<file path="config.mk">
export PLATFORM = sky130hd
export DESIGN_NAME = brd_baud_divider
export DESIGN_NICKNAME = d
export VERILOG_FILES = /design/src/rtl/brd_pkg.sv /design/src/rtl/brd_baud_divider.sv /design/src/rtl/brd_prescaler.sv
export SDC_FILE = /design/constraint.sdc
export NUM_CORES = 1
export LEC_CHECK = 0
export ABC_AREA = 1
export BUFFER_PORTS_ARGS = -buffer_cell sky130_fd_sc_hd__buf_2
export CAP_MARGIN = 15
export CORE_ASPECT_RATIO = 0.75
export CORE_UTILIZATION = 38
export DETAILED_ROUTE_END_ITERATION = 6
export PLACE_DENSITY = 0.66
export SLEW_MARGIN = 20
export SYNTH_ARGS = -nofsm -noshare
export SYNTH_HDL_FRONTEND = slang
export SYNTH_SLANG_ARGS = --single-unit
export TNS_END_PERCENT = 10
</file>
<file path="constraint.sdc">
create_clock -name ref_clk -period 1.75 [get_ports ref_clk]
set_clock_uncertainty 0.15 [all_clocks]
set_input_delay 0 -clock ref_clk [delete_from_list [all_inputs] [get_ports ref_clk]]
set_output_delay 0 -clock ref_clk [all_outputs]
set_load 0.02 [all_outputs]
</file>
<file path="src/rtl/brd_pkg.sv">
package brd_pkg;
	localparam int          BRD_CLK_HZ      = 10000000;
	localparam int          BRD_PRE_W       = 3;
	localparam int          BRD_BYTE_W      = 8;
	localparam int          BRD_PRE_CNT_W   = 8;
	localparam int          BRD_OVS_DIV     = 16;
	localparam int          BRD_MAX_DIV     = 32;
	localparam int          BRD_FRAC_DEN    = 256;
	localparam logic [7:0]  BRD_BYTE_ZERO   = 8'h00;
	localparam logic [7:0]  BRD_BYTE_ONE    = 8'h01;
	localparam logic [7:0]  BRD_BYTE_MAX    = 8'hff;
	localparam logic [7:0]  BRD_PRE_ZERO    = 8'h00;
	localparam logic [2:0]  BRD_PRE_MAX_SEL = 3'h7;
	localparam logic [3:0]  BRD_T1_MODE_AR  = 4'h2;
	typedef enum logic [1:0] {
		BRD_SRC_PRE  = 2'b00,
		BRD_SRC_FRAC = 2'b01,
		BRD_SRC_NORM = 2'b10
	} brd_src_e;
endpackage : brd_pkg

</file>
<file path="src/rtl/brd_baud_divider.sv">
// What this block does
// - timer counts down, source chosen by divider enable
// - run bit acts only in prescaler and fractional modes
// - underflow reloads reload value, emits one pulse
// - normal divider mode stops baud timer
// - prescaler divides by two to select
// - fractional mode scales rate by step/256
// - baud rate is clock/prescale/(reload+1)
// - baud rate reaches clock with prescale one and reload zero
// - timer 1 overflow may clock serial instead
// - mode select one with divider enable stops baud timer
// - normal mode: 8-bit up-counting auto-reload timer
// - count output shows timer, step is reload
// - normal overflow sets flag, requests interrupt
// - normal output pulses every 256-step inputs
// - overflow interrupt shares vector with others
`timescale 1ns/1ns
`default_nettype none
module brd_baud_divider
	import brd_pkg::*;
(
	input  wire logic                          ref_clk,
	input  wire logic                          sys_rst,
	input  wire logic [brd_pkg::BRD_PRE_W-1:0]  baud_prescale_sel,
	input  wire logic                          baud_timer_go,
	input  wire logic [brd_pkg::BRD_BYTE_W-1:0] baud_reload_value,
	input  wire logic                          fracdiv_enable,
	input  wire logic                          fracdiv_mode_select,
	input  wire logic [brd_pkg::BRD_BYTE_W-1:0] fracdiv_increment_reg,
	input  wire logic                          ovf_flag_clear,
	input  wire logic                          timer1_baud_select,
	input  wire logic                          timer1_overflow,
	input  wire logic                          double_rate_select,
	output logic                               baud_tick,
	output logic                               divider_out_clock,
	output logic [brd_pkg::BRD_BYTE_W-1:0]      fracdiv_count_reg,
	output logic [brd_pkg::BRD_BYTE_W-1:0]      baud_count,
	output logic                               divider_overflow_flag,
	output logic                               divider_irq
);
	logic                  pre_tick;
	logic                  frac_carry;
	logic                  norm_ovf;
	logic                  norm_run;
	logic                  timer_clk;
	logic                  timer_run;
	logic                  timer_under;
	logic                  t1_half;
	logic                  t1_tick;
	logic [BRD_BYTE_W:0]   frac_sum;
	logic [BRD_BYTE_W-1:0] next_fracdiv_count;
	logic [BRD_BYTE_W-1:0] next_baud_count;
	logic                  next_baud_tick;
	brd_src_e              src;

	brd_prescaler u_pre (
		.ref_clk          (ref_clk),
		.sys_rst          (sys_rst),
		.baud_prescale_sel(baud_prescale_sel),
		.pre_tick         (pre_tick)
	);

	// source selection
	always_comb begin
		if (!fracdiv_enable)
			src = BRD_SRC_PRE;
		else if (fracdiv_mode_select)
			src = BRD_SRC_NORM;
		else
			src = BRD_SRC_FRAC;
	end

	// accumulator sum with carry bit
	assign frac_sum   = {1'b0, fracdiv_count_reg} + {1'b0, fracdiv_increment_reg};
	assign frac_carry = pre_tick && (src == BRD_SRC_FRAC) && frac_sum[BRD_BYTE_W];

	// normal mode already running; its first cycle loads the reload value
	always_ff @(posedge ref_clk or posedge sys_rst) begin
		if (sys_rst)
			norm_run <= 1'b0;
		else
			norm_run <= (src == BRD_SRC_NORM);
	end

	// normal overflow only once counting has started
	assign norm_ovf = pre_tick && (src == BRD_SRC_NORM) && norm_run
		&& (fracdiv_count_reg == BRD_BYTE_MAX);

	// baud timer clock source
	assign timer_clk = (src == BRD_SRC_PRE) ? pre_tick : frac_carry;
	// run bit gated off in normal mode
	assign timer_run = baud_timer_go && (src != BRD_SRC_NORM);

	// shared divider count next value
	always_comb begin
		next_fracdiv_count = fracdiv_count_reg;
		case (src)
			BRD_SRC_FRAC: begin
				if (pre_tick)
					next_fracdiv_count = frac_sum[BRD_BYTE_W-1:0];
			end
			BRD_SRC_NORM: begin
				if (!norm_run)
					next_fracdiv_count = fracdiv_increment_reg;
				else if (norm_ovf)
					next_fracdiv_count = fracdiv_increment_reg;
				else if (pre_tick)
					next_fracdiv_count = fracdiv_count_reg + BRD_BYTE_ONE;
			end
			default: begin
				next_fracdiv_count = fracdiv_count_reg;
			end
		endcase
	end

	// shared divider count register
	always_ff @(posedge ref_clk or posedge sys_rst) begin
		if (sys_rst)
			fracdiv_count_reg <= BRD_BYTE_ZERO;
		else
			fracdiv_count_reg <= next_fracdiv_count;
	end

	// divider output pulse
	always_ff @(posedge ref_clk or posedge sys_rst) begin
		if (sys_rst)
			divider_out_clock <= 1'b0;
		else
			divider_out_clock <= frac_carry || norm_ovf;
	end

	// overflow flag, set wins over clear
	always_ff @(posedge ref_clk or posedge sys_rst) begin
		if (sys_rst)
			divider_overflow_flag <= 1'b0;
		else if (norm_ovf)
			divider_overflow_flag <= 1'b1;
		else if (ovf_flag_clear)
			divider_overflow_flag <= 1'b0;
	end

	// interrupt request pulse, routed to shared vector outside
	always_ff @(posedge ref_clk or posedge sys_rst) begin
		if (sys_rst)
			divider_irq <= 1'b0;
		else
			divider_irq <= norm_ovf;
	end

	// underflow of the baud reload timer
	assign timer_under = timer_run && timer_clk && (baud_count == BRD_BYTE_ZERO);

	// baud reload timer next value, counts down
	always_comb begin
		next_baud_count = baud_count;
		if (timer_under)
			next_baud_count = baud_reload_value;
		else if (timer_run && timer_clk)
			next_baud_count = baud_count - BRD_BYTE_ONE;
	end

	// baud reload timer register
	always_ff @(posedge ref_clk or posedge sys_rst) begin
		if (sys_rst)
			baud_count <= BRD_BYTE_ZERO;
		else
			baud_count <= next_baud_count;
	end

	// timer 1 overflow halved for serial modes 1 and 3
	always_ff @(posedge ref_clk or posedge sys_rst) begin
		if (sys_rst)
			t1_half <= 1'b0;
		else if (timer1_overflow)
			t1_half <= ~t1_half;
	end

	// every second timer 1 overflow unless double rate
	assign t1_tick = timer1_overflow && (double_rate_select || t1_half);

	// serial channel clock source
	always_comb begin
		if (timer1_baud_select)
			next_baud_tick = t1_tick;
		else
			next_baud_tick = timer_under;
	end

	// serial channel clock pulse
	always_ff @(posedge ref_clk or posedge sys_rst) begin
		if (sys_rst)
			baud_tick <= 1'b0;
		else
			baud_tick <= next_baud_tick;
	end
endmodule : brd_baud_divider
`default_nettype wire

</file>
<file path="src/rtl/brd_prescaler.sv">
`timescale 1ns/1ns
`default_nettype none
module brd_prescaler
	import brd_pkg::*;
(
	input  wire logic                     ref_clk,
	input  wire logic                     sys_rst,
	input  wire logic [brd_pkg::BRD_PRE_W-1:0] baud_prescale_sel,
	output logic                          pre_tick
);
	logic [BRD_PRE_CNT_W-1:0] count;
	logic [BRD_PRE_CNT_W-1:0] limit;

	// divide by two to the select field
	assign limit = BRD_PRE_CNT_W'((BRD_BYTE_ONE << baud_prescale_sel) - BRD_BYTE_ONE);

	always_ff @(posedge ref_clk or posedge sys_rst) begin
		if (sys_rst) begin
			count    <= BRD_PRE_ZERO;
			pre_tick <= 1'b0;
		end else if (count >= limit) begin
			count    <= BRD_PRE_ZERO;
			pre_tick <= 1'b1;
		end else begin
			count    <= count + BRD_BYTE_ONE;
			pre_tick <= 1'b0;
		end
	end
endmodule : brd_prescaler
`default_nettype wire

</file>
==> results of run 1 <==
[cell usage after synthesis (4+ instances only)]
| cell | n | area [sq um] |
|---|---|---|
| sky130_fd_sc_hd__nor2_2 | 5 | 31.3 |
| sky130_fd_sc_hd__o21ai_0 | 6 | 30.0 |
| sky130_fd_sc_hd__ha_1 | 19 | 238 |
| sky130_fd_sc_hd__xor2_1 | 8 | 70.1 |
| sky130_fd_sc_hd__inv_1 | 48 | 180 |
| sky130_fd_sc_hd__nand2_4 | 4 | 45.0 |
| sky130_fd_sc_hd__a21oi_1 | 11 | 55.1 |
| sky130_fd_sc_hd__nor2_1 | 33 | 124 |
| sky130_fd_sc_hd__xnor2_1 | 4 | 35.0 |
| sky130_fd_sc_hd__nand3_1 | 35 | 175 |
| sky130_fd_sc_hd__nand4_1 | 6 | 37.5 |
| sky130_fd_sc_hd__dfrtp_1 | 31 | 776 |
| sky130_fd_sc_hd__inv_2 | 6 | 22.5 |
| sky130_fd_sc_hd__nand2_1 | 117 | 439 |
[layout make-up]
class                      count  share of cell area (%)
clock inverter                 1                   0.138
inverter                      54                    5.59
multi-input combinational    279                    45.5
tap                           81                    2.80
sequential                    31                    21.5
clock buffer                   7                    2.38
timing repair buffer         112                    22.2
[worst max-delay path: cells and delay by family (launching register included)]
kind | cells | cell delay (ps)
flip-flops | 1 | 420
adder cells (fa/ha/maj) | 2 | 520
buffers and inverters | 1 | 150
AND/OR/NAND/NOR | 8 | 600
[per-layer routing]
layer  share of wire, %  vias up  routed length (um)
met2                 45       68                3150
met1                 48     1179                3360
li1                   -     1397                   -
met4                2.5        0                 176
met5                  0        -                   0
met3                5.0       18                 350
[power breakdown]
| group | leakage, nW | total, mW | internal [mW] | switching, mW |
|---|---|---|---|---|
| combinational | 1.51 | 3.23 | 1.45 | 1.78 |
| sequential | 0.393 | 1.20 | 0.970 | 0.232 |
| clock | 0.0482 | 0.592 | 0.317 | 0.275 |
[through the flow]
step / area [sq um] / utilization (%) / cells / setup TNS [ps]
after floorplan: 2550 / - / 366 / -1050
after global placement: 3130 / 49.2 / 527 / -1310
after detailed placement: 3130 / 49.2 / 527 / -1740
after CTS: 3530 / 55.6 / 562 / -1740
after global routing: 3630 / 57.1 / 565 / -3450
final: 3630 / 57.1 / 565 / -1860
[cells by family (layout without fill, tap and decap cells)]
family / Yosys count / in the layout / share of synthesized area, %
xor gates and xnor gates: 12 / 12 / 4.15
other: 1 / 1 / 0.148
buffers and inverters: 56 / 174 / 8.85
adders and majority gates: 20 / 20 / 10.2
and+or+nand+nor: 218 / 218 / 39.3
DFF: 31 / 31 / 30.7
AOI/OAI and AO/OA: 28 / 28 / 6.68
[worst max-delay path by stage]
stage / from / endpoint
after floorplan: fracdiv_count_reg[0]$_DFFE_PP0P_ / baud_count[4]$_DFFE_PP0P_
after global placement: fracdiv_count_reg[0]$_DFFE_PP0P_ / baud_count[4]$_DFFE_PP0P_
after detailed placement: fracdiv_count_reg[0]$_DFFE_PP0P_ / baud_count[0]$_DFFE_PP0P_
after CTS: fracdiv_count_reg[0]$_DFFE_PP0P_ / baud_count[0]$_DFFE_PP0P_
after global routing: fracdiv_count_reg[0]$_DFFE_PP0P_ / baud_count[6]$_DFFE_PP0P_
final: fracdiv_count_reg[0]$_DFFE_PP0P_ / baud_count[5]$_DFFE_PP0P_
[what timing repair did]
item,in CTS,in global routing
endpoints found under the hold margin,52,0
gates resized for setup,10,13
setup endpoints to repair,17,25
buffers inserted,3,3
hold buffers,24,0
pin swaps,2,2
==> impl.org, run 1 <==
** Run status
- The flow ran to the end, but the final reports show violations.
- The checks that failed: setup timing.

** STA
- Setup repair after global routing could not meet its margin everywhere.
- Period utilization :: 112%
- The number of slew-limit violations in the final report came to 0.
- Worst Hold Margin :: 61.6 ps
- The count of endpoints failing hold in the final timing report came to 0.
- Subtracting the final worst setup slack from the clock period gives 1970 ps.
- After layout, the worst setup slack is -215 ps.
- Actual transition at the worst max-transition pin :: 629 ps
- Headroom to the max-slew limit came out at 58.0%.
- For this run, the top clock speed supported by timing is 509 MHz.
- Setup violations remaining at the end of the flow were counted as 15.

** Clock tree
- After clock tree synthesis, the clock-pin slew on the worst setup and hold paths is 70 ps.
- H-tree level count :: 2
- Clock tree from TritonCTS :: built
- Root buffer cell :: sky130_fd_sc_hd__clkbuf_8
- The clock net in this run drives a total of 31 sinks.
- For the worst-skew pair, the clock arrives at the later sink with an insertion delay of 290 ps.
- Max Buffers Root-to-Sink :: 2
- TritonCTS buffer count :: 5

** Global routing
- Antenna violations before repair :: 0
- After global routing the overflow that remains totals 0.
- For met3 alone, demand over resource in global routing was 4.58%.
- Global-route track usage on met1 :: 28.3%
- The global routing stage identified its most utilized layer as met2.
- The number of global-route vias before repair is 2,543.
- Entering global routing, the biggest net connects 32 pins.
- M2 GR Usage :: 34.0%
- Total track usage :: 21.1%
- The first global-routing pass estimated 11.4 mm of wire.

** Final layout
- Registers take 778 sq um.
- Leaving out fill and tap cells, the most frequent cell in the layout is sky130_fd_sc_hd__nand2_1.
- 0 antenna diodes ended up in the layout.
- The net count of the finished layout is 531.
- Most frequent cells in the layout :: sky130_fd_sc_hd__nand2_1, sky130_fd_sc_hd__inv_1, sky130_fd_sc_hd__buf_2
- Fraction of layout instances using a drive strength above 1 :: 29.8%
- Compared with the post-synthesis result, the final layout area differs by 43.3%.
- Total area of multi-input combinational cells :: 1650 sq um
- Fill cell total of the finished layout :: 590

** Synth
- Cell count after synthesis :: 366
- Syn_area_per_cell :: 6.91 sq um
- Post-Syn Nets :: 414
- The synthesized design contains 0 enable-type register cells.
- Share of async-settable or async-resettable flops after synthesis :: 100%
- Proportion of synthesized chip area in sequential cells :: 30.7%
- Leading register cell type out of synthesis :: sky130_fd_sc_hd__dfrtp_1
- In this run, distinct cell masters in the synthesized netlist total 34.
- For this run, the number of Yosys warnings is 0.
- Flop and latch count out of synthesis :: 31
- The mapped netlist covers 2530 sq um.

** Floorplanning
- The initial utilization of the core area, before any placement, comes to 39.8%.
- Top Ports :: 48
- Vertical die dimension :: 72.7 um
- Die width :: 96.2 um
- Core area :: 6350 sq um
- Floorplan die area :: 6990 sq um
- Count of standard-cell rows :: 25

** Min path
- The startpoint identified for the worst hold timing path is fracdiv_increment_reg[0].
- The worst hold path was traced through 6 stages.
- The path with the worst hold slack has its endpoint at fracdiv_count_reg[0]$_DFFE_PP0P_.
- The tightest min-delay check is of the in -> reg type.

** Placed design
- Port buffering added 47 buffers.
- The congestion estimate from routability-driven global placement came to 0.841.
- Minimum setup slack after placement :: -199 ps
- DP HPWL :: 4.87 mm

** Worst setup path
- Counting cells, the worst reg-to-reg path comes to 11.
- Critical path fanouts, max :: 5
- Critical register-to-register path startpoint :: fracdiv_count_reg[0]$_DFFE_PP0P_
- Data required time of the critical path :: 1770 ps
- Worst Path Class, Setup :: reg -> reg
- STA classifies the critical path startpoint as a flip-flop.
- Slowest stage delay, CP :: 420 ps
- Dominant cell type by count on the critical path :: sky130_fd_sc_hd__nand2_1
- The critical path goes through ha_4 -> fa_2 -> nand3_2 -> nand2_2 -> nand2_1 -> nand2_1 -> nand2_2 -> nand2_4 -> buf_4 -> nand3_1 -> nand2_1.
- Critical path data arrival time :: 1990 ps
- STA classifies the critical path endpoint as a flip-flop.
- Reg2reg end :: baud_count[5]$_DFFE_PP0P_
- CP max stage cell :: sky130_fd_sc_hd__dfrtp_2
- Register-to-register setup slack :: -220 ps

** Pwr
- Tot Pwr :: 5.03 mW
- Leakage power figure :: 1.95 nW
- Across the VDD grid, the largest voltage drop is 0.447 mV.
- Dividing total power by cell area gives a power density of 1390 nW/um^2.

** Route
- Via count :: 2,662
- In the routed design, unresolved DRC markers number 0.
- Final routed wire length divided by cell count :: 12.5 um
- Starting DRT DRC Count :: 156
- The detail route stage leaves a number of antenna-violating nets equal to 0.
- After detailed routing, the number of vias per cell comes to 4.71.
- Total wire length :: 7.04 mm
- The first TritonRoute pass finished after 4 iterations.

** Run
- The tool flagged a number of max-cap violations equal to 0.
No activity file was read; power rests on OpenSTA's default activity.
==> inputs of run 2 (changes only) <==
--- a/config.mk
+++ b/config.mk
@@ -5,13 +5,12 @@
 export SDC_FILE = /design/constraint.sdc
 export NUM_CORES = 1
 export LEC_CHECK = 0
-export ABC_AREA = 1
 export BUFFER_PORTS_ARGS = -buffer_cell sky130_fd_sc_hd__buf_2
 export CAP_MARGIN = 15
 export CORE_ASPECT_RATIO = 0.75
 export CORE_UTILIZATION = 38
 export DETAILED_ROUTE_END_ITERATION = 6
-export PLACE_DENSITY = 0.66
+export PLACE_DENSITY = 0.65
 export SLEW_MARGIN = 20
 export SYNTH_ARGS = -nofsm -noshare
 export SYNTH_HDL_FRONTEND = slang
==> run 2 against run 1 <==
  * The flow still finishes with violations (setup timing)
  * Non-clock buffer count increased by 9
  * Sequential share of layout area increased by 2.2 points
  * Synthesized cell count decreased by 36%
  * Design area decreased by 9.3%
  * Final cell count decreased by 23%
  * Worst hold slack got worse by 49 ps
  * First-iteration DRC count decreased by 24%
  * Largest cell class unchanged
  * Highest routed layer unchanged
==> impl.org, run 2 <==
** Run status
- The run finished, with violations left.
- Violations in the final reports :: setup timing

** Synth
- Share of cell area taken by muxes after synthesis :: 2.50% (+2.5 points)
- The number of nets produced by synthesis was 282 (-32%).
- The xor and xnor fraction of the mapped netlist area was 5.97% (+1.8 points).
- The post-synthesis cell area was 2200 sq um (-13%).
- The synthesized design spends more area on one cell type than any other, namely sky130_fd_sc_hd__dfrtp_1.
- Ranked by total cell area, the synthesized netlist is headed by sky130_fd_sc_hd__dfrtp_1, sky130_fd_sc_hd__ha_1, sky130_fd_sc_hd__nor2_1.
- Syn_area_per_cell :: 9.41 sq um (+36%)
- Leading cell types by count after synthesis :: sky130_fd_sc_hd__nor2_1, sky130_fd_sc_hd__dfrtp_1, sky130_fd_sc_hd__ha_1, sky130_fd_sc_hd__a21oi_1, sky130_fd_sc_hd__o21ai_0
- Leading register cell type out of synthesis :: sky130_fd_sc_hd__dfrtp_1
- The fraction of registers with async set/reset was 100% (unchanged).
- The sequential-to-total area share from yosys stat is 35.2% (+4.6 points).
- Count of warnings emitted by yosys :: 0 (unchanged)
- The number of storage elements in the synthesis netlist was 31 (unchanged).
- Post-synth EDFFs :: 0 (unchanged)
- The fraction of post-synthesis cell area in the top cell type by area is 35.2% (+4.6 points).
- Cell count after synthesis :: 234 (-36%)
- Post-synth cell types :: 58 (+71%)
- Fraction of the mapped netlist area in adder cells :: 11.7% (+1.5 points)
- Simple-gate portion of the synthesized area :: 20.4% (-19 points)
- Synth Area in Compound Gates :: 20.6% (+14 points)
- After synthesis, the largest family of logic cells by area is compound AO/OA/AOI/OAI gates.
- Among all cell types in the netlist, the one instantiated most often is sky130_fd_sc_hd__nor2_1.

** Final layout
- The utilization of the core after routing was 60.1% (+3.0 points).
- Leaving out fill and tap cells, the most frequent cells in the layout are sky130_fd_sc_hd__buf_4, sky130_fd_sc_hd__buf_2, sky130_fd_sc_hd__nor2_1.
- # diodes :: 0 (unchanged)
- The area of all sequential standard cells came to 778 sq um (unchanged).
- Most frequent standard cell in the layout excluding fill and tap cells :: sky130_fd_sc_hd__buf_4
- Fraction of layout instances using a drive strength above 1 :: 38.9% (+9.1 points)
- The area of combinational cells with multiple inputs came to 1430 sq um (-13%).
- The number of fill cells in the layout was 482 (-18%).
- The number of nets in the layout is 407 (-23%).
- Compared with the post-synthesis result, the final layout area differs by 49.4%.
- Final Instance Area :: 3290 sq um (-9.3%)
- Layout Cells excl Fill :: 435 (-23%)

** Placed design
- The detailed placement HPWL came to 4.43 mm (-9.0%).
- The total instance count after detailed placement was 405 (-23%).
- IO Port Bufs :: 47 (unchanged)
- RD Place Congestion :: 0.854 (+1.5%)
- Placed instance area :: 2910 sq um (-6.8%)

** Clock tree
- The later-pin clock latency in the skew report is 280 ps (about the same).
- The clock input transition at the sequential cells of the worst setup and hold paths is 60 ps (about the same).
- The depth of the CTS H-tree was 2 (unchanged).
- Clock tree from TritonCTS :: built
- TritonCTS buffer count :: 5 (unchanged)
- Sink count of the clock tree :: 31 (unchanged)
- The maximum count of clock buffers along a single path came to 2 (unchanged).
- Root buffer cell :: sky130_fd_sc_hd__clkbuf_8

** STA
- Upper clock frequency limit :: 449 MHz (-12%)
- The final worst-path cycle share came to 127% (+15 points).
- The post-route setup TNS was -7560 ps (-5700 ps).
- The tightest hold margin is 12.3 ps (-49.3 ps).
- Worst path setup slack after routing :: -475 ps (-259 ps)
- Number of slew-limit violations in the final report :: 0 (unchanged)
- Slew margin rel. :: 43.4% (-15 points)
- Final Setup Violations :: 27 (+12)
- The post-route minimum period came to 2220 ps (+259 ps).
- Final count of hold timing violations :: 0 (unchanged)
- The slew at the pin with the worst max-slew slack is 841 ps (+212 ps).
- Setup repair after global routing missed its margin :: true

** Pwr
- Leakage power figure :: 1.61 nW (-17%)
- Power per cell area :: 1500 nW/um^2 (+8.3%)
- The worst-case vdd ir drop is 0.923 mV (+110%).

** Min path
- For hold timing, the worst endpoint is fracdiv_count_reg[0]$_DFFE_PP0P_.
- The worst hold path begins at fracdiv_increment_reg[0].
- Count of cells along the worst hold path :: 4 (-2)
- Path class of the lowest-slack min-delay path :: in -> reg

** Worst setup path
- CP max stage cell :: sky130_fd_sc_hd__dfrtp_2
- Cells on worst reg2reg path :: 8 (-3)
- The peak fanout along the critical path came to 4 (-1).
- Worst Path Class, Setup :: reg -> reg
- Cell Chain, Critical Path :: ha_4 -> fa_2 -> a211oi_2 -> nor2_2 -> o221ai_2 -> a21oi_4 -> nand3b_1 -> mux2_4
- The critical path buffer and inverter count is 0 (-1).
- Critical register-to-register path startpoint :: fracdiv_count_reg[0]$_DFFE_PP0P_
- Register-to-register setup slack :: -470 ps (-260 ps)
- The data required time of the critical path was 1760 ps (about the same).
- The worst setup path is captured at a flip-flop.
- Crit path max-delay family :: adder cells
- The worst register-to-register path ends at baud_count[6]$_DFFE_PP0P_.
- The arrival time at the worst endpoint is 2240 ps (+250 ps).
- The worst setup path is launched from a flip-flop.
- Slowest stage delay, CP :: 420 ps (about the same)

** Route
- Final antenna-violating net count :: 0 (unchanged)
- DR DRC count :: 0 (unchanged)
- Number of detailed-route iterations in the first pass :: 4 (unchanged)
- Via count :: 2,179 (-18%)
- Total wire length :: 5.74 mm (-18%)
- The initial detailed-routing violation count is 119 (-24%).
- The detailed-route vias per instance was 5.01 (+6.3%).
- Final routed wire length divided by cell count :: 13.2 um (+6.0%)

** Floorplanning
- The number of standard-cell rows in the floorplan came to 23 (-8.0%).
- Die width :: 89.9 um (-6.6%)
- The initial core utilization is 40.3% (+0.41 points).
- Core area :: 5470 sq um (-14%)
- The area of the die came to 6100 sq um (-13%).
- Vertical die dimension :: 67.9 um (-6.6%)
- The number of placed I/O pins came to 48 (unchanged).

** Global routing
- The number of antenna violations at the first check in global routing is 0 (unchanged).
- Total track usage :: 19.9% (-1.2 points)
- The number of global-route vias before repair came to 2,064 (-19%).
- The maximum number of pins on one net before global-route repair was 32 (unchanged).
- First-pass GRT wire length :: 9.45 mm (-17%)
- GR Overflow Total :: 0 (unchanged)

** Run
- The count of max-cap constraint violations came to 0 (unchanged).
## run 2: cell types whose count changed after synthesis, sizes merged, moves of 4 or more
cell	change
mux2	+4
inv	-43
nor2	-8
nand3	-26
a21oi	+6
o21ai	+6
a211oi	+4
a21o	+4
nand2	-108
nand4	-5
## run 2: power by group
part	switching (mW)	internal, mW	total (mW)
logic	1.58	1.52	3.10
registers	0.229	0.989	1.22
clock network	0.264	0.359	0.623
## run 2: per-stage QoR
step	power [mW]	worst slack [ps]
2_1_floorplan	2.91	-518
3_3_place_gp	4.05	-433
3_5_place_dp	4.11	-496
4_1_cts	4.90	-492
5_1_grt	5.32	-609
6_report	4.94	-475
## run 2: how the worst max path moves through the flow
| stage | endpoint | depth (start not counted) | startpoint |
|---|---|---|---|
| after floorplan | baud_count[6]$_DFFE_PP0P_ | 8 | fracdiv_count_reg[0]$_DFFE_PP0P_ |
| after global placement | baud_count[6]$_DFFE_PP0P_ | 8 | fracdiv_count_reg[0]$_DFFE_PP0P_ |
| after detailed placement | baud_count[6]$_DFFE_PP0P_ | 8 | fracdiv_count_reg[0]$_DFFE_PP0P_ |
| after CTS | baud_count[4]$_DFFE_PP0P_ | 8 | fracdiv_count_reg[0]$_DFFE_PP0P_ |
| after global routing | baud_count[6]$_DFFE_PP0P_ | 8 | fracdiv_count_reg[0]$_DFFE_PP0P_ |
| final | baud_count[6]$_DFFE_PP0P_ | 8 | fracdiv_count_reg[0]$_DFFE_PP0P_ |
## run 2: cell type report
class,count,share of cell area (%)
multi-input combinational,189,43.4
tap,75,2.85
inverter,11,1.26
sequential,31,23.7
clock buffer,8,3.04
timing repair buffer,121,25.8
## run 2: logic make-up (layout without fill, tap and decap cells)
group	after synthesis	in the layout
simple gates	83	83
compound gates	65	65
flops	31	31
fa+ha+maj	20	20
xor+xnor	15	15
buf+inv	14	140
mux	5	5
other cells	1	1
## run 2: worst reg2reg max path, delay by kind of cell, from the launching register on
family          cells  cell delay [ps]
mux                 1              300
simple gates        2              210
compound gates      3              520
flops               1              420
fa+ha+maj           2              520
## run 2: repair_timing
| action | 4_1_cts | 5_1_grt |
|---|---|---|
| resized for setup | 11 | 3 |
| pin swaps | 12 | 2 |
| setup endpoints to repair | 27 | 27 |
| setup buffers | 1 | 0 |
| endpoints found under the hold margin | 48 | 0 |
| cloned | 0 | 0 |
| hold buffers | 21 | 0 |
## run 2: metal layers
| layer | up-vias | part of all wire [%] | track usage, % |
|---|---|---|---|
| met5 | - | 0 | 0 |
| met4 | 0 | 0.57 | 4.84 |
| met3 | 4 | 5.0 | 3.44 |
| met2 | 61 | 43 | 34.2 |
| met1 | 1010 | 51 | 26.5 |
| li1 | 1104 | - | - |
